==> src/rtl/panel_cfg.svh <==
`ifndef PANEL_CFG_SVH
`define PANEL_CFG_SVH
// clock and timing, times in their own unit, counts derived at 100 MHz
`define CLK_HZ            100000000
`define TICK_MS           1
`define TICK_CYCLES       ((`CLK_HZ / 1000) * `TICK_MS)
`define DEBOUNCE_MS       20
`define DWELL_MS          1500
`define FLASH_HALF_MS     100
`define FEEDBACK_MS       300
`define TEST_TIMEOUT_MS   120000
`define LEARN_TIMEOUT_MS  180000
`define LEARN_SOLID_MS    1000
`define RESTORE_ON_MS     1000
`define RESTORE_OFF_MS    500
`define DEFAULT_FLASHES   3
`define MS_W              18
`define NUM_LAMPS         5
// lamp bit positions
`define LAMP_READY        0
`define LAMP_GOOD         1
`define LAMP_TRIG         2
`define LAMP_COM          3
`define LAMP_STATUS       4
// read rate percentages scaled 0..100
`define RATE_W            7
`define RATE_STEP         20
`endif

==> src/rtl/panel_pkg.sv <==
package panel_pkg;
   typedef enum {
      ST_BOOT, ST_RUN, ST_FEEDBACK, ST_CYCLE, ST_TEST, ST_LEARN, ST_LEARN_OK,
      ST_SETUP, ST_DISCOVER, ST_RESTORE_HOLD, ST_RESTORE_OFF, ST_RECOVERY, ST_DEFAULTS
   } panel_state_e;
   typedef enum {SEL_TEST, SEL_LEARN, SEL_SETUP, SEL_DISCOVER} panel_sel_e;
endpackage

==> src/rtl/button_debounce.sv <==
`timescale 1ns/1ps
`include "panel_cfg.svh"
module button_debounce #(
   parameter int STABLE_MS = `DEBOUNCE_MS
) (
   input  wire logic clk_i,
   input  wire logic reset_n_i,
   input  wire logic tick_i,
   input  wire logic raw_i,
   output logic      level_o
);
   initial begin
      if (STABLE_MS < 1) $error("STABLE_MS must be at least 1");
   end
   typedef struct packed {
      logic              level;
      logic [`MS_W-1:0]  cnt;
   } deb_s;
   deb_s s_q, s_d;
   always_comb begin
      s_d = s_q;
      if (raw_i == s_q.level) begin
         s_d.cnt = '0;
      end else if (tick_i) begin
         if (s_q.cnt == `MS_W'(STABLE_MS - 1)) begin
            s_d.level = raw_i;
            s_d.cnt   = '0;
         end else begin
            s_d.cnt = s_q.cnt + `MS_W'(1);
         end
      end
   end
   always_ff @(posedge clk_i) begin
      if (!reset_n_i) begin
         s_q <= '0;
      end else begin
         s_q <= s_d;
      end
   end
   assign level_o = s_q.level;
endmodule

==> src/rtl/operator_panel.sv <==
// Operation
// - ready lamp steady green while unit ready to operate
// - good-read lamp flashes on each successful decode
// - trigger lamp flashes while presence sensor input active
// - communication lamp flashes while main serial port transmits
// - slave in tracking mode keeps trigger and communication lamps dark
// - function press first gives status lamp feedback
// - held button steps function lamps; release enters lit function
// - test mode shows read rate as five-lamp bar graph
// - test mode no read: only status lamp, blinking
// - test mode ends on a press or after two minutes
// - learn lamp blinks while searching, solid briefly after save
// - learn abandoned, parameters discarded after about three minutes
// - setup offered only in chain whose master is a scanner
// - setup makes last slave port configuration-only, ring traffic stopped
// - discovery on master finds slaves; ends on further press
// - restore held lights all; then ready relit, box parameters used
// - function held at power-up starts software recovery
// - both held at power-up restores defaults, flashes all three times
`timescale 1ns/1ps
`include "panel_cfg.svh"
module operator_panel
   import panel_pkg::*;
#(
   parameter int TICK_CYCLES      = `TICK_CYCLES,
   parameter int TEST_TIMEOUT_MS  = `TEST_TIMEOUT_MS,
   parameter int LEARN_TIMEOUT_MS = `LEARN_TIMEOUT_MS,
   parameter int DWELL_MS         = `DWELL_MS,
   parameter int DEBOUNCE_MS      = `DEBOUNCE_MS
) (
   // clock and reset
   input  wire logic                clk_i,
   input  wire logic                reset_n_i,
   // panel buttons, high while pressed
   input  wire logic                func_button_i,
   input  wire logic                restore_button_i,
   // device status
   input  wire logic                unit_ready_i,
   input  wire logic                decode_ok_i,
   input  wire logic                presence_i,
   input  wire logic                serial_tx_i,
   input  wire logic                role_slave_i,
   input  wire logic                role_master_i,
   input  wire logic                tracking_mode_i,
   input  wire logic                chain_scanner_master_i,
   input  wire logic                last_slave_i,
   input  wire logic [`RATE_W-1:0]  read_rate_i,
   input  wire logic                learn_saved_i,
   input  wire logic                defaults_done_i,
   // lamps
   output logic [`NUM_LAMPS-1:0]    lamp_o,
   // mode outputs
   output logic                     test_mode_o,
   output logic                     learn_mode_o,
   output logic                     learn_discard_o,
   output logic                     setup_port_only_o,
   output logic                     discovery_mode_o,
   output logic                     use_box_params_o,
   output logic                     recovery_mode_o,
   output logic                     factory_restore_o
);
   initial begin
      if (TICK_CYCLES < 1 || TEST_TIMEOUT_MS < 1 || LEARN_TIMEOUT_MS < 1 || DWELL_MS < 1)
         $error("timing parameters must be positive");
      if (TEST_TIMEOUT_MS >= (1 << `MS_W) || LEARN_TIMEOUT_MS >= (1 << `MS_W))
         $error("timeouts exceed counter width");
   end

   localparam int TW = $clog2(TICK_CYCLES + 1);

   typedef struct packed {
      panel_state_e        st;
      panel_sel_e          sel;
      logic [TW-1:0]       tdiv;
      logic                tick;
      logic [`MS_W-1:0]    ms;
      logic [`MS_W-1:0]    fl;
      logic                blink;
      logic                fb_seen;
      logic                func_prev;
      logic [1:0]          flashes;
      logic                good_hold;
      logic [`MS_W-1:0]    good_ms;
      logic [`NUM_LAMPS-1:0] lamp;
      logic                test, learn, discard, setup, disc, box, recov, fact;
   } panel_s;

   panel_s s_q, s_d;
   logic   func_lvl, rest_lvl;

   button_debounce #(.STABLE_MS(DEBOUNCE_MS)) u_func_deb (
      .clk_i    (clk_i),
      .reset_n_i(reset_n_i),
      .tick_i   (s_q.tick),
      .raw_i    (func_button_i),
      .level_o  (func_lvl)
   );
   button_debounce #(.STABLE_MS(DEBOUNCE_MS)) u_rest_deb (
      .clk_i    (clk_i),
      .reset_n_i(reset_n_i),
      .tick_i   (s_q.tick),
      .raw_i    (restore_button_i),
      .level_o  (rest_lvl)
   );

   function automatic logic ms_done(input logic [`MS_W-1:0] c, input int lim);
      return c >= `MS_W'(lim);
   endfunction

   function automatic logic [`NUM_LAMPS-1:0] bar(input logic [`RATE_W-1:0] r);
      logic [`NUM_LAMPS-1:0] b;
      b = '0;
      for (int i = 0; i < `NUM_LAMPS; i++) begin
         if (r > `RATE_W'(i * `RATE_STEP)) b[i] = 1'b1;
      end
      return b;
   endfunction

   function automatic logic setup_ok(input logic scanner_master);
      return scanner_master;
   endfunction

   logic press;
   logic [`NUM_LAMPS-1:0] all_on;

   always_comb begin
      s_d = s_q;
      all_on = '1;
      press = func_lvl && !s_q.func_prev;
      s_d.func_prev = func_lvl;
      // one millisecond enable from the divider
      s_d.tick = 1'b0;
      if (s_q.tdiv == TW'(TICK_CYCLES - 1)) begin
         s_d.tdiv = '0;
         s_d.tick = 1'b1;
      end else begin
         s_d.tdiv = s_q.tdiv + TW'(1);
      end
      if (s_q.tick) begin
         s_d.ms = s_q.ms + `MS_W'(1);
         if (ms_done(s_q.fl, `FLASH_HALF_MS - 1)) begin
            s_d.fl = '0;
            s_d.blink = !s_q.blink;
         end else begin
            s_d.fl = s_q.fl + `MS_W'(1);
         end
         if (s_q.good_hold) s_d.good_ms = s_q.good_ms + `MS_W'(1);
      end
      // good read stretched so a one-cycle decode pulse is visible
      if (decode_ok_i) begin
         s_d.good_hold = 1'b1;
         s_d.good_ms = '0;
      end else if (s_q.good_hold && ms_done(s_q.good_ms, 2 * `FLASH_HALF_MS)) begin
         s_d.good_hold = 1'b0;
      end
      s_d.discard = 1'b0;
      s_d.lamp = '0;

      case (s_q.st)
         ST_BOOT: begin
            // buttons get twice the debounce time to settle before straps are judged
            if (ms_done(s_q.ms, 2 * DEBOUNCE_MS)) begin
               s_d.ms = '0;
               if (func_lvl && rest_lvl) begin
                  s_d.st = ST_DEFAULTS;
                  s_d.fact = 1'b1;
                  s_d.flashes = '0;
               end else if (func_lvl) begin
                  s_d.st = ST_RECOVERY;
                  s_d.recov = 1'b1;
               end else begin
                  s_d.st = ST_RUN;
               end
            end
         end
         ST_RUN: begin
            s_d.lamp[`LAMP_READY] = unit_ready_i;
            s_d.lamp[`LAMP_GOOD]  = s_q.good_hold && s_q.blink;
            if (!(role_slave_i && tracking_mode_i)) begin
               s_d.lamp[`LAMP_TRIG] = presence_i && s_q.blink;
               s_d.lamp[`LAMP_COM]  = serial_tx_i && s_q.blink;
            end
            if (press) begin
               s_d.st = ST_FEEDBACK;
               s_d.ms = '0;
            end else if (rest_lvl) begin
               s_d.st = ST_RESTORE_HOLD;
               s_d.ms = '0;
            end
         end
         ST_FEEDBACK: begin
            s_d.lamp[`LAMP_STATUS] = 1'b1;
            if (!func_lvl) begin
               s_d.st = ST_RUN;
            end else if (ms_done(s_q.ms, `FEEDBACK_MS)) begin
               s_d.st = ST_CYCLE;
               s_d.sel = SEL_TEST;
               s_d.ms = '0;
            end
         end
         ST_CYCLE: begin
            case (s_q.sel)
               SEL_TEST:     s_d.lamp[`LAMP_COM]   = 1'b1;
               SEL_LEARN:    s_d.lamp[`LAMP_TRIG]  = 1'b1;
               SEL_SETUP:    s_d.lamp[`LAMP_GOOD]  = 1'b1;
               default:      s_d.lamp[`LAMP_READY] = 1'b1;
            endcase
            if (!func_lvl) begin
               s_d.ms = '0;
               case (s_q.sel)
                  SEL_TEST: begin
                     s_d.st = ST_TEST;
                     s_d.test = 1'b1;
                  end
                  SEL_LEARN: begin
                     s_d.st = ST_LEARN;
                     s_d.learn = 1'b1;
                  end
                  SEL_SETUP: begin
                     if (setup_ok(chain_scanner_master_i)) begin
                        s_d.st = ST_SETUP;
                        s_d.setup = last_slave_i;
                     end else begin
                        s_d.st = ST_RUN;
                     end
                  end
                  default: begin
                     if (role_master_i) begin
                        s_d.st = ST_DISCOVER;
                        s_d.disc = 1'b1;
                     end else begin
                        s_d.st = ST_RUN;
                     end
                  end
               endcase
            end else if (ms_done(s_q.ms, DWELL_MS)) begin
               s_d.ms = '0;
               case (s_q.sel)
                  SEL_TEST:  s_d.sel = SEL_LEARN;
                  SEL_LEARN: s_d.sel = SEL_SETUP;
                  SEL_SETUP: s_d.sel = SEL_DISCOVER;
                  default:   s_d.sel = SEL_TEST;
               endcase
            end
         end
         ST_TEST: begin
            if (read_rate_i == '0) begin
               s_d.lamp[`LAMP_STATUS] = s_q.blink;
            end else begin
               s_d.lamp = bar(read_rate_i);
            end
            if (press || ms_done(s_q.ms, TEST_TIMEOUT_MS)) begin
               s_d.st = ST_RUN;
               s_d.test = 1'b0;
            end
         end
         ST_LEARN: begin
            s_d.lamp[`LAMP_TRIG] = s_q.blink;
            if (learn_saved_i) begin
               s_d.st = ST_LEARN_OK;
               s_d.ms = '0;
            end else if (ms_done(s_q.ms, LEARN_TIMEOUT_MS)) begin
               s_d.st = ST_RUN;
               s_d.learn = 1'b0;
               s_d.discard = 1'b1;
            end
         end
         ST_LEARN_OK: begin
            s_d.lamp[`LAMP_TRIG] = 1'b1;
            if (ms_done(s_q.ms, `LEARN_SOLID_MS)) begin
               s_d.st = ST_RUN;
               s_d.learn = 1'b0;
            end
         end
         ST_SETUP: begin
            // setup persists; port keeps serving configuration traffic
            s_d.lamp[`LAMP_READY] = unit_ready_i;
            s_d.lamp[`LAMP_GOOD]  = 1'b1;
            if (press) begin
               s_d.st = ST_RUN;
               s_d.setup = 1'b0;
            end
         end
         ST_DISCOVER: begin
            s_d.lamp[`LAMP_READY] = s_q.blink;
            if (press) begin
               s_d.st = ST_RUN;
               s_d.disc = 1'b0;
            end
         end
         ST_RESTORE_HOLD: begin
            s_d.lamp = all_on;
            if (!rest_lvl && ms_done(s_q.ms, `RESTORE_ON_MS)) begin
               s_d.st = ST_RESTORE_OFF;
               s_d.ms = '0;
            end else if (!rest_lvl) begin
               s_d.st = ST_RUN;
            end
         end
         ST_RESTORE_OFF: begin
            if (ms_done(s_q.ms, `RESTORE_OFF_MS)) begin
               s_d.st = ST_RUN;
               s_d.box = 1'b1;
            end
         end
         ST_RECOVERY: begin
            s_d.lamp[`LAMP_STATUS] = 1'b1;
         end
         ST_DEFAULTS: begin
            // ms is a started flag here, so no flash is shown before the restore succeeds
            s_d.ms = s_q.ms;
            if (defaults_done_i && s_q.flashes == '0 && s_q.ms == '0) begin
               s_d.ms    = `MS_W'(1);
               s_d.fl    = '0;
               s_d.blink = 1'b1;
            end
            if (s_q.ms != '0) begin
               s_d.lamp = s_q.blink ? all_on : '0;
               // a flash is counted when its lit half ends, so the exit leaves the lamps dark
               if (s_q.tick && s_q.fl == '0 && !s_q.blink) begin
                  if (s_q.flashes == 2'(`DEFAULT_FLASHES - 1)) begin
                     s_d.st = ST_RUN;
                     s_d.fact = 1'b0;
                  end else begin
                     s_d.flashes = s_q.flashes + 2'(1);
                  end
               end
            end
         end
         default: s_d.st = ST_BOOT;
      endcase
      s_d.test = (s_d.st == ST_TEST);
   end

   always_ff @(posedge clk_i) begin
      if (!reset_n_i) begin
         s_q    <= '0;
         s_q.st <= ST_BOOT;
      end else begin
         s_q <= s_d;
      end
   end

   assign lamp_o            = s_q.lamp;
   assign test_mode_o       = s_q.test;
   assign learn_mode_o      = s_q.learn;
   assign learn_discard_o   = s_q.discard;
   assign setup_port_only_o = s_q.setup;
   assign discovery_mode_o  = s_q.disc;
   assign use_box_params_o  = s_q.box;
   assign recovery_mode_o   = s_q.recov;
   assign factory_restore_o = s_q.fact;
endmodule

==> config.mk <==
export PLATFORM = sky130hd
export DESIGN_NAME = operator_panel
export DESIGN_NICKNAME = d
export VERILOG_FILES = /design/src/rtl/panel_pkg.sv /design/src/rtl/button_debounce.sv /design/src/rtl/operator_panel.sv
export VERILOG_INCLUDE_DIRS = /design/src /design/src/rtl
export SDC_FILE = /design/constraint.sdc
export NUM_CORES = 1
export LEC_CHECK = 0
export BUFFER_PORTS_ARGS = -buffer_cell sky130_fd_sc_hd__buf_2
export CAP_MARGIN = 20
export CORE_UTILIZATION = 35
export DETAILED_ROUTE_END_ITERATION = 16
export GPL_TIMING_DRIVEN = 0
export MAX_ROUTING_LAYER = met4
export PLACE_DENSITY = 0.51
export SYNTH_ARGS = -nofsm -noshare
export SYNTH_HDL_FRONTEND = slang
export SYNTH_SLANG_ARGS = --single-unit
==> constraint.sdc <==
create_clock -name clk_i -period 2.8 [get_ports clk_i]
set_input_delay 0.56 -clock clk_i [delete_from_list [all_inputs] [get_ports clk_i]]
set_output_delay 0.56 -clock clk_i [all_outputs]
set_load 0.01 [all_outputs]
== After elaboration in Yosys (flattened, before gate mapping) ==
Cells that the tools add are included.
Word-level totals
  register bits after elaboration: 192
  output and inout port bits: 13
Operators by class
  magnitude comparators: 14
  bitwise gates (word level): 5
  reduce and logical (&&, ||, !) cells: 51
  equal/unequal tests: 43
  multiplexer cells: 93
  add/sub/neg operators: 7
Operator list (count)
  $mux W32: 20
  $pmux W32 S12: 1
  $mux W18: 12
  $eq A32 B4 Y1 const B: 6
  $eq A32 B3 Y1 const B: 4
  $pmux W18 S7: 1
  $eq A32 B2 Y1 const B: 3
  $pmux W32 S3: 1
  $add A18 B1 Y18 const B: 5
  $mux W37: 2
  $eq A32 B1 Y1 const B: 2
  $logic_not A32 Y1: 2
  $mux W64: 1
  $pmux W32 S2: 1
  $eq A18 B5 Y1 const B: 2
  $ge A18 B9 Y1 const B: 2
  $logic_not A18 Y1: 2
  $ne A2 B2 Y1 const B: 18
  $mux W1: 27
  $mux W19: 1
  $ge A18 B10 Y1 const B: 1
  $ge A18 B11 Y1 const B: 1
  $ge A18 B17 Y1 const B: 1
  $ge A18 B18 Y1 const B: 1
  39 further kinds: 96

== Longest topological paths before layout ==
  word-level depth: 7
  gate-level depth with buffers: 9
  mapped depth without buffers: 9

== Modules after synthesis ==
Synthesis repeated with hierarchy kept, for this count alone.
Unflattened totals
  cell total of the unflattened synthesis: 929
  area, all modules: 7906.3 sq um
By module, submodules not included
  operator_panel: area an instance 5999.5 sq um, sequential area each 2482.4 sq um, cells each 723, instances 1
  button_debounce: area an instance 953.4 sq um, sequential area each 380.4 sq um, cells each 103, instances 2

== Worst setup path after synthesis ==
Ideal clock, no wire load.
  path kind: register to register
  start: register s_q[129] (netlist name)
  end: register s_q[33] (netlist name)
  cell stages (with the launch flop): 10
  data required time: 2.735 ns
  arrival time: 2.058 ns
  slack: 0.676 ns
  period minus slack after synthesis: 2.124 ns
  path through: dfxtp_1 -> nor4_1 -> nand4_1 -> or2_1 -> buf_2 -> clkbuf_1 -> nor3_1 -> a2bb2oi_1 -> mux2_1 -> nor2_1
Between the ends
  word-level cells in the longest chain between the ends: 3
Ends and longest elaborated chain
  from (decl): line operator_panel.sv:88  | panel_s s_q, s_d;
  $eq A32 B4 Y1 / $logic_not A32 Y1 (equally long branches): line operator_panel.sv:159  | case (s_q.st)
  $ne A2 B2 Y1 (no line) / $reduce_bool A2 Y1 (equally long branches)
  $reduce_and A6 Y1 (no line)
Several ways; a longest one is shown, not always the timed one.
A chain may end at the register's enable or synchronous reset.

== Worst setup path after layout ==
  start: register s_q[128] (netlist name)
  end: register s_q[60] (netlist name)
Between the ends
  word-level cells in the longest chain between the ends: 2
Ends and longest elaborated chain (line)
  $eq A32 B4 Y1, or another cell as far along: operator_panel.sv:159
  $pmux W18 S7 / $ne A2 B2 Y1 (equally long branches)
Several ways; a longest one is shown, not always the timed one.

==> results.toml <==
[yosys]
synth_area_mm2 = 0.00771
yosys.area.top_type = "dfxtp_1"
synth_flop_cell = "dfxtp_1"
avgSynthCellArea_um2 = 8.38
synth_top_family_by_area = "simple AND/OR/NAND/NOR gates"
synth-seq-cells = 162
synth_edf_count = 0
netlist_instances = 920
synth.distinct_cells = 79
synth-compound-area-share = 0.124
synth_xor_area_frac = 0.0943
synth_fa_ha_area_frac = 0.0260
synthSimpleGateAreaFrac = 0.278
netlist.area_leader.share = 0.421
synth.area.mux_share = 0.0190
synthTopCellsByArea = "dfxtp_1, nor2_1, xor2_1"
synth-seq-area-share = 0.421
yosysWarnings = 0
async_flop_share = 0

[routing]
wirelength_um = 18800
vias = 6623
detail_route.vias_per_cell = 5.15
drcViolationCount = 0
drtPass1Iterations = 6
antenna_left = 0
drtIter0Drc = 463
detail_route.wl_per_cell_um = 14.6

[worst_setup_path]
crit_type = "flop to flop"
rr_startpoint = "s_q[128]"
critPathMaxStageDelay_ns = 0.46
critPathMaxFanout = 10
arrival_ns = 2.93
path_buf_inv = 1
cpMaxStageDelayCell = "a2111o_1"
cp_common_cell = "nor2_2"
cp-startpoint = "s_q[128]"
critical_path.endpoint_type = "flop"
crit_required_ns = 3.13
cp_top_family = "compound AO/OA/AOI/OAI gates"
critPathLaunchType = "flop"
worstPathCellList = "nor4_1 > nand4_1 > nor2_2 > o2111ai_1 > a2111o_1 > o21ai_2 > buf_6 > nor2_2"

[cells_and_area]
multi_input_area_mm2 = 0.00429
seq_area_mm2 = 0.00324
final_common_cell = "dfxtp_1"
final_nets = 1037
n_fill_cell = 2143
final_util = 0.422
syn2layout_area_growth_pct = 16.5
drive_above_1_share = 0.112
antenna_cells = 0
final_cell_mix = "dfxtp_1, nor2_1, nand2_1"

[timing]
fin_worst_skew_ns = 0.00818
setup_viol = 0
finalCriticalPeriod_ns = 2.61
hold_viol_final = 0
post-route-period-util = 0.931
slew_headroom = 0.463
tightest_slew_ns = 0.806
final.setup.tns_ns = 0
fmax_mhz = 384
rsz0062_at_grt = "true"
slew_viol_final = 0

[clocking]
cts_buffer_depth = 2
postCtsSetupBuffers = 0
cts_root_buf = "clkbuf_16"
cts_made_buffers = 17
tritoncts = "done"
clkSinkCount = 162
h-tree-depth = 4
clk_pin_slew_ns = 0.07
cts_hold_buf = 0
clock_latency_ns = 0.43
cts_resized = 1

[global_routing]
use_met1 = 0.239
use_met3 = 0.0427
grt_start_max_net_pins = 17
grt_util_met2 = 0.267
antenna_found_initial = 0
busiest_layer = "met2"
gr-total-overflow = 0
grt_first_pass_wirelength_um = 31200
grt_pass1_vias = 6253
grt_usage = 0.180

[power_and_ir_drop]
leakage_nw = 3.18
powerDensity_mw_per_mm2 = 557
vdd_drop_max_uv = 383
power_mw = 5.00

[die]
core_area_mm2 = 0.0213
pin_count = 35
initial_core_util = 0.362
die_y_um = 150
dieArea_mm2 = 0.0226
die_w_um = 150
rows = 53

[placed_design]
place.gp.congestion = 0.899
portBuffers = 33
dp_hpwl_um = 13600

[hold_path]
min-delay-path-class = "input pin to flop"
hp-start = "func_button_i"

[status]
status = "complete, no violations"

[job]
drv_cap = 0
==> worst paths after layout <==
kind | cells after the start | slack (ns) | to
worst max-delay path | 8 | 0.19 | s_q[60]
worst min-delay path | 3 | 0.41 | u_func_deb.level_o
worst max register to register | 8 | 0.19 | s_q[60]
worst min register to register | 1 | 0.47 | s_q[74]
==> registers in the layout, indices dropped and copies added, names as in the netlist, 5 cells and up <==
register and count:
u_func_deb.s_q 18, u_rest_deb.s_q 18, lamp_o 5, s_q 111
==> where the power goes <==
part           internal (mW)  leakage, nW  switching, mW
Combinational         0.0306         1.55         0.0651
Sequential              2.33         1.32        0.00941
Clock                   1.52        0.310           1.04
Total                   3.88         3.18           1.11
==> area by class of cell <==
| type | count | share of cell area |
|---|---|---|
| clock buffer | 17 | 0.0474 |
| inverter | 22 | 0.00920 |
| buffer | 45 | 0.0230 |
| clock inverter | 15 | 0.0244 |
| multi-input combinational | 718 | 0.478 |
| sequential | 162 | 0.361 |
| tap | 275 | 0.0383 |
| timing repair buffer | 33 | 0.0184 |
==> worst reg2reg max path: stages (launching register included) <==
cell and delay (ns):
dfxtp_1 0.30, nor4_1 0.30, nand4_1 0.20, nor2_2 0.41, o2111ai_1 0.18, a2111o_1 0.46, o21ai_2 0.36, buf_6 0.23
nor2_2 0.06
==> per-stage QoR <==
| stage | instances | instance area, um^2 | hold slack [ns] | worst slack (ns) |
|---|---|---|---|---|
| floorplan | 947 | 7810 | 0.430 | 0.676 |
| global placement | 1255 | 8320 | 0.454 | -0.00939 |
| finish | 1287 | 8980 | 0.407 | 0.194 |
| global route | 1287 | 8980 | 0.418 | -0.0419 |
| detailed placement | 1255 | 8320 | 0.456 | -0.0229 |
| CTS | 1287 | 8960 | 0.393 | 0.0651 |
==> metal layers <==
layer | vias to the layer above | part of all wire
li1 | 3367 | -
met5 | - | 0
met3 | 34 | 0.050
met2 | 172 | 0.44
met4 | 0 | 0.020
met1 | 3050 | 0.49
==> cells by family (layout without fill, tap and decap cells) <==
group	Yosys count	in the layout
AOI/OAI and AO/OA	144	144
xor gates and xnor gates	83	83
adders and majority gates	16	16
buffers and inverters	67	132
DFF	162	162
muxes	14	14
other	1	28
and+or+nand+nor	433	433
==> Yosys cell counts, drive strengths merged (16+ instances only) <==
master / count
nor2: 158
or3: 17
nor4: 23
nand4: 24
ha: 16
clkbuf: 29
dfxtp: 162
nand2: 73
and3: 18
a21oi: 36
buf: 16
inv: 21
nand3: 45
xor2: 43
xnor2: 40
o21ai: 40
nor3: 29
Power figures use the tool's default switching activity.
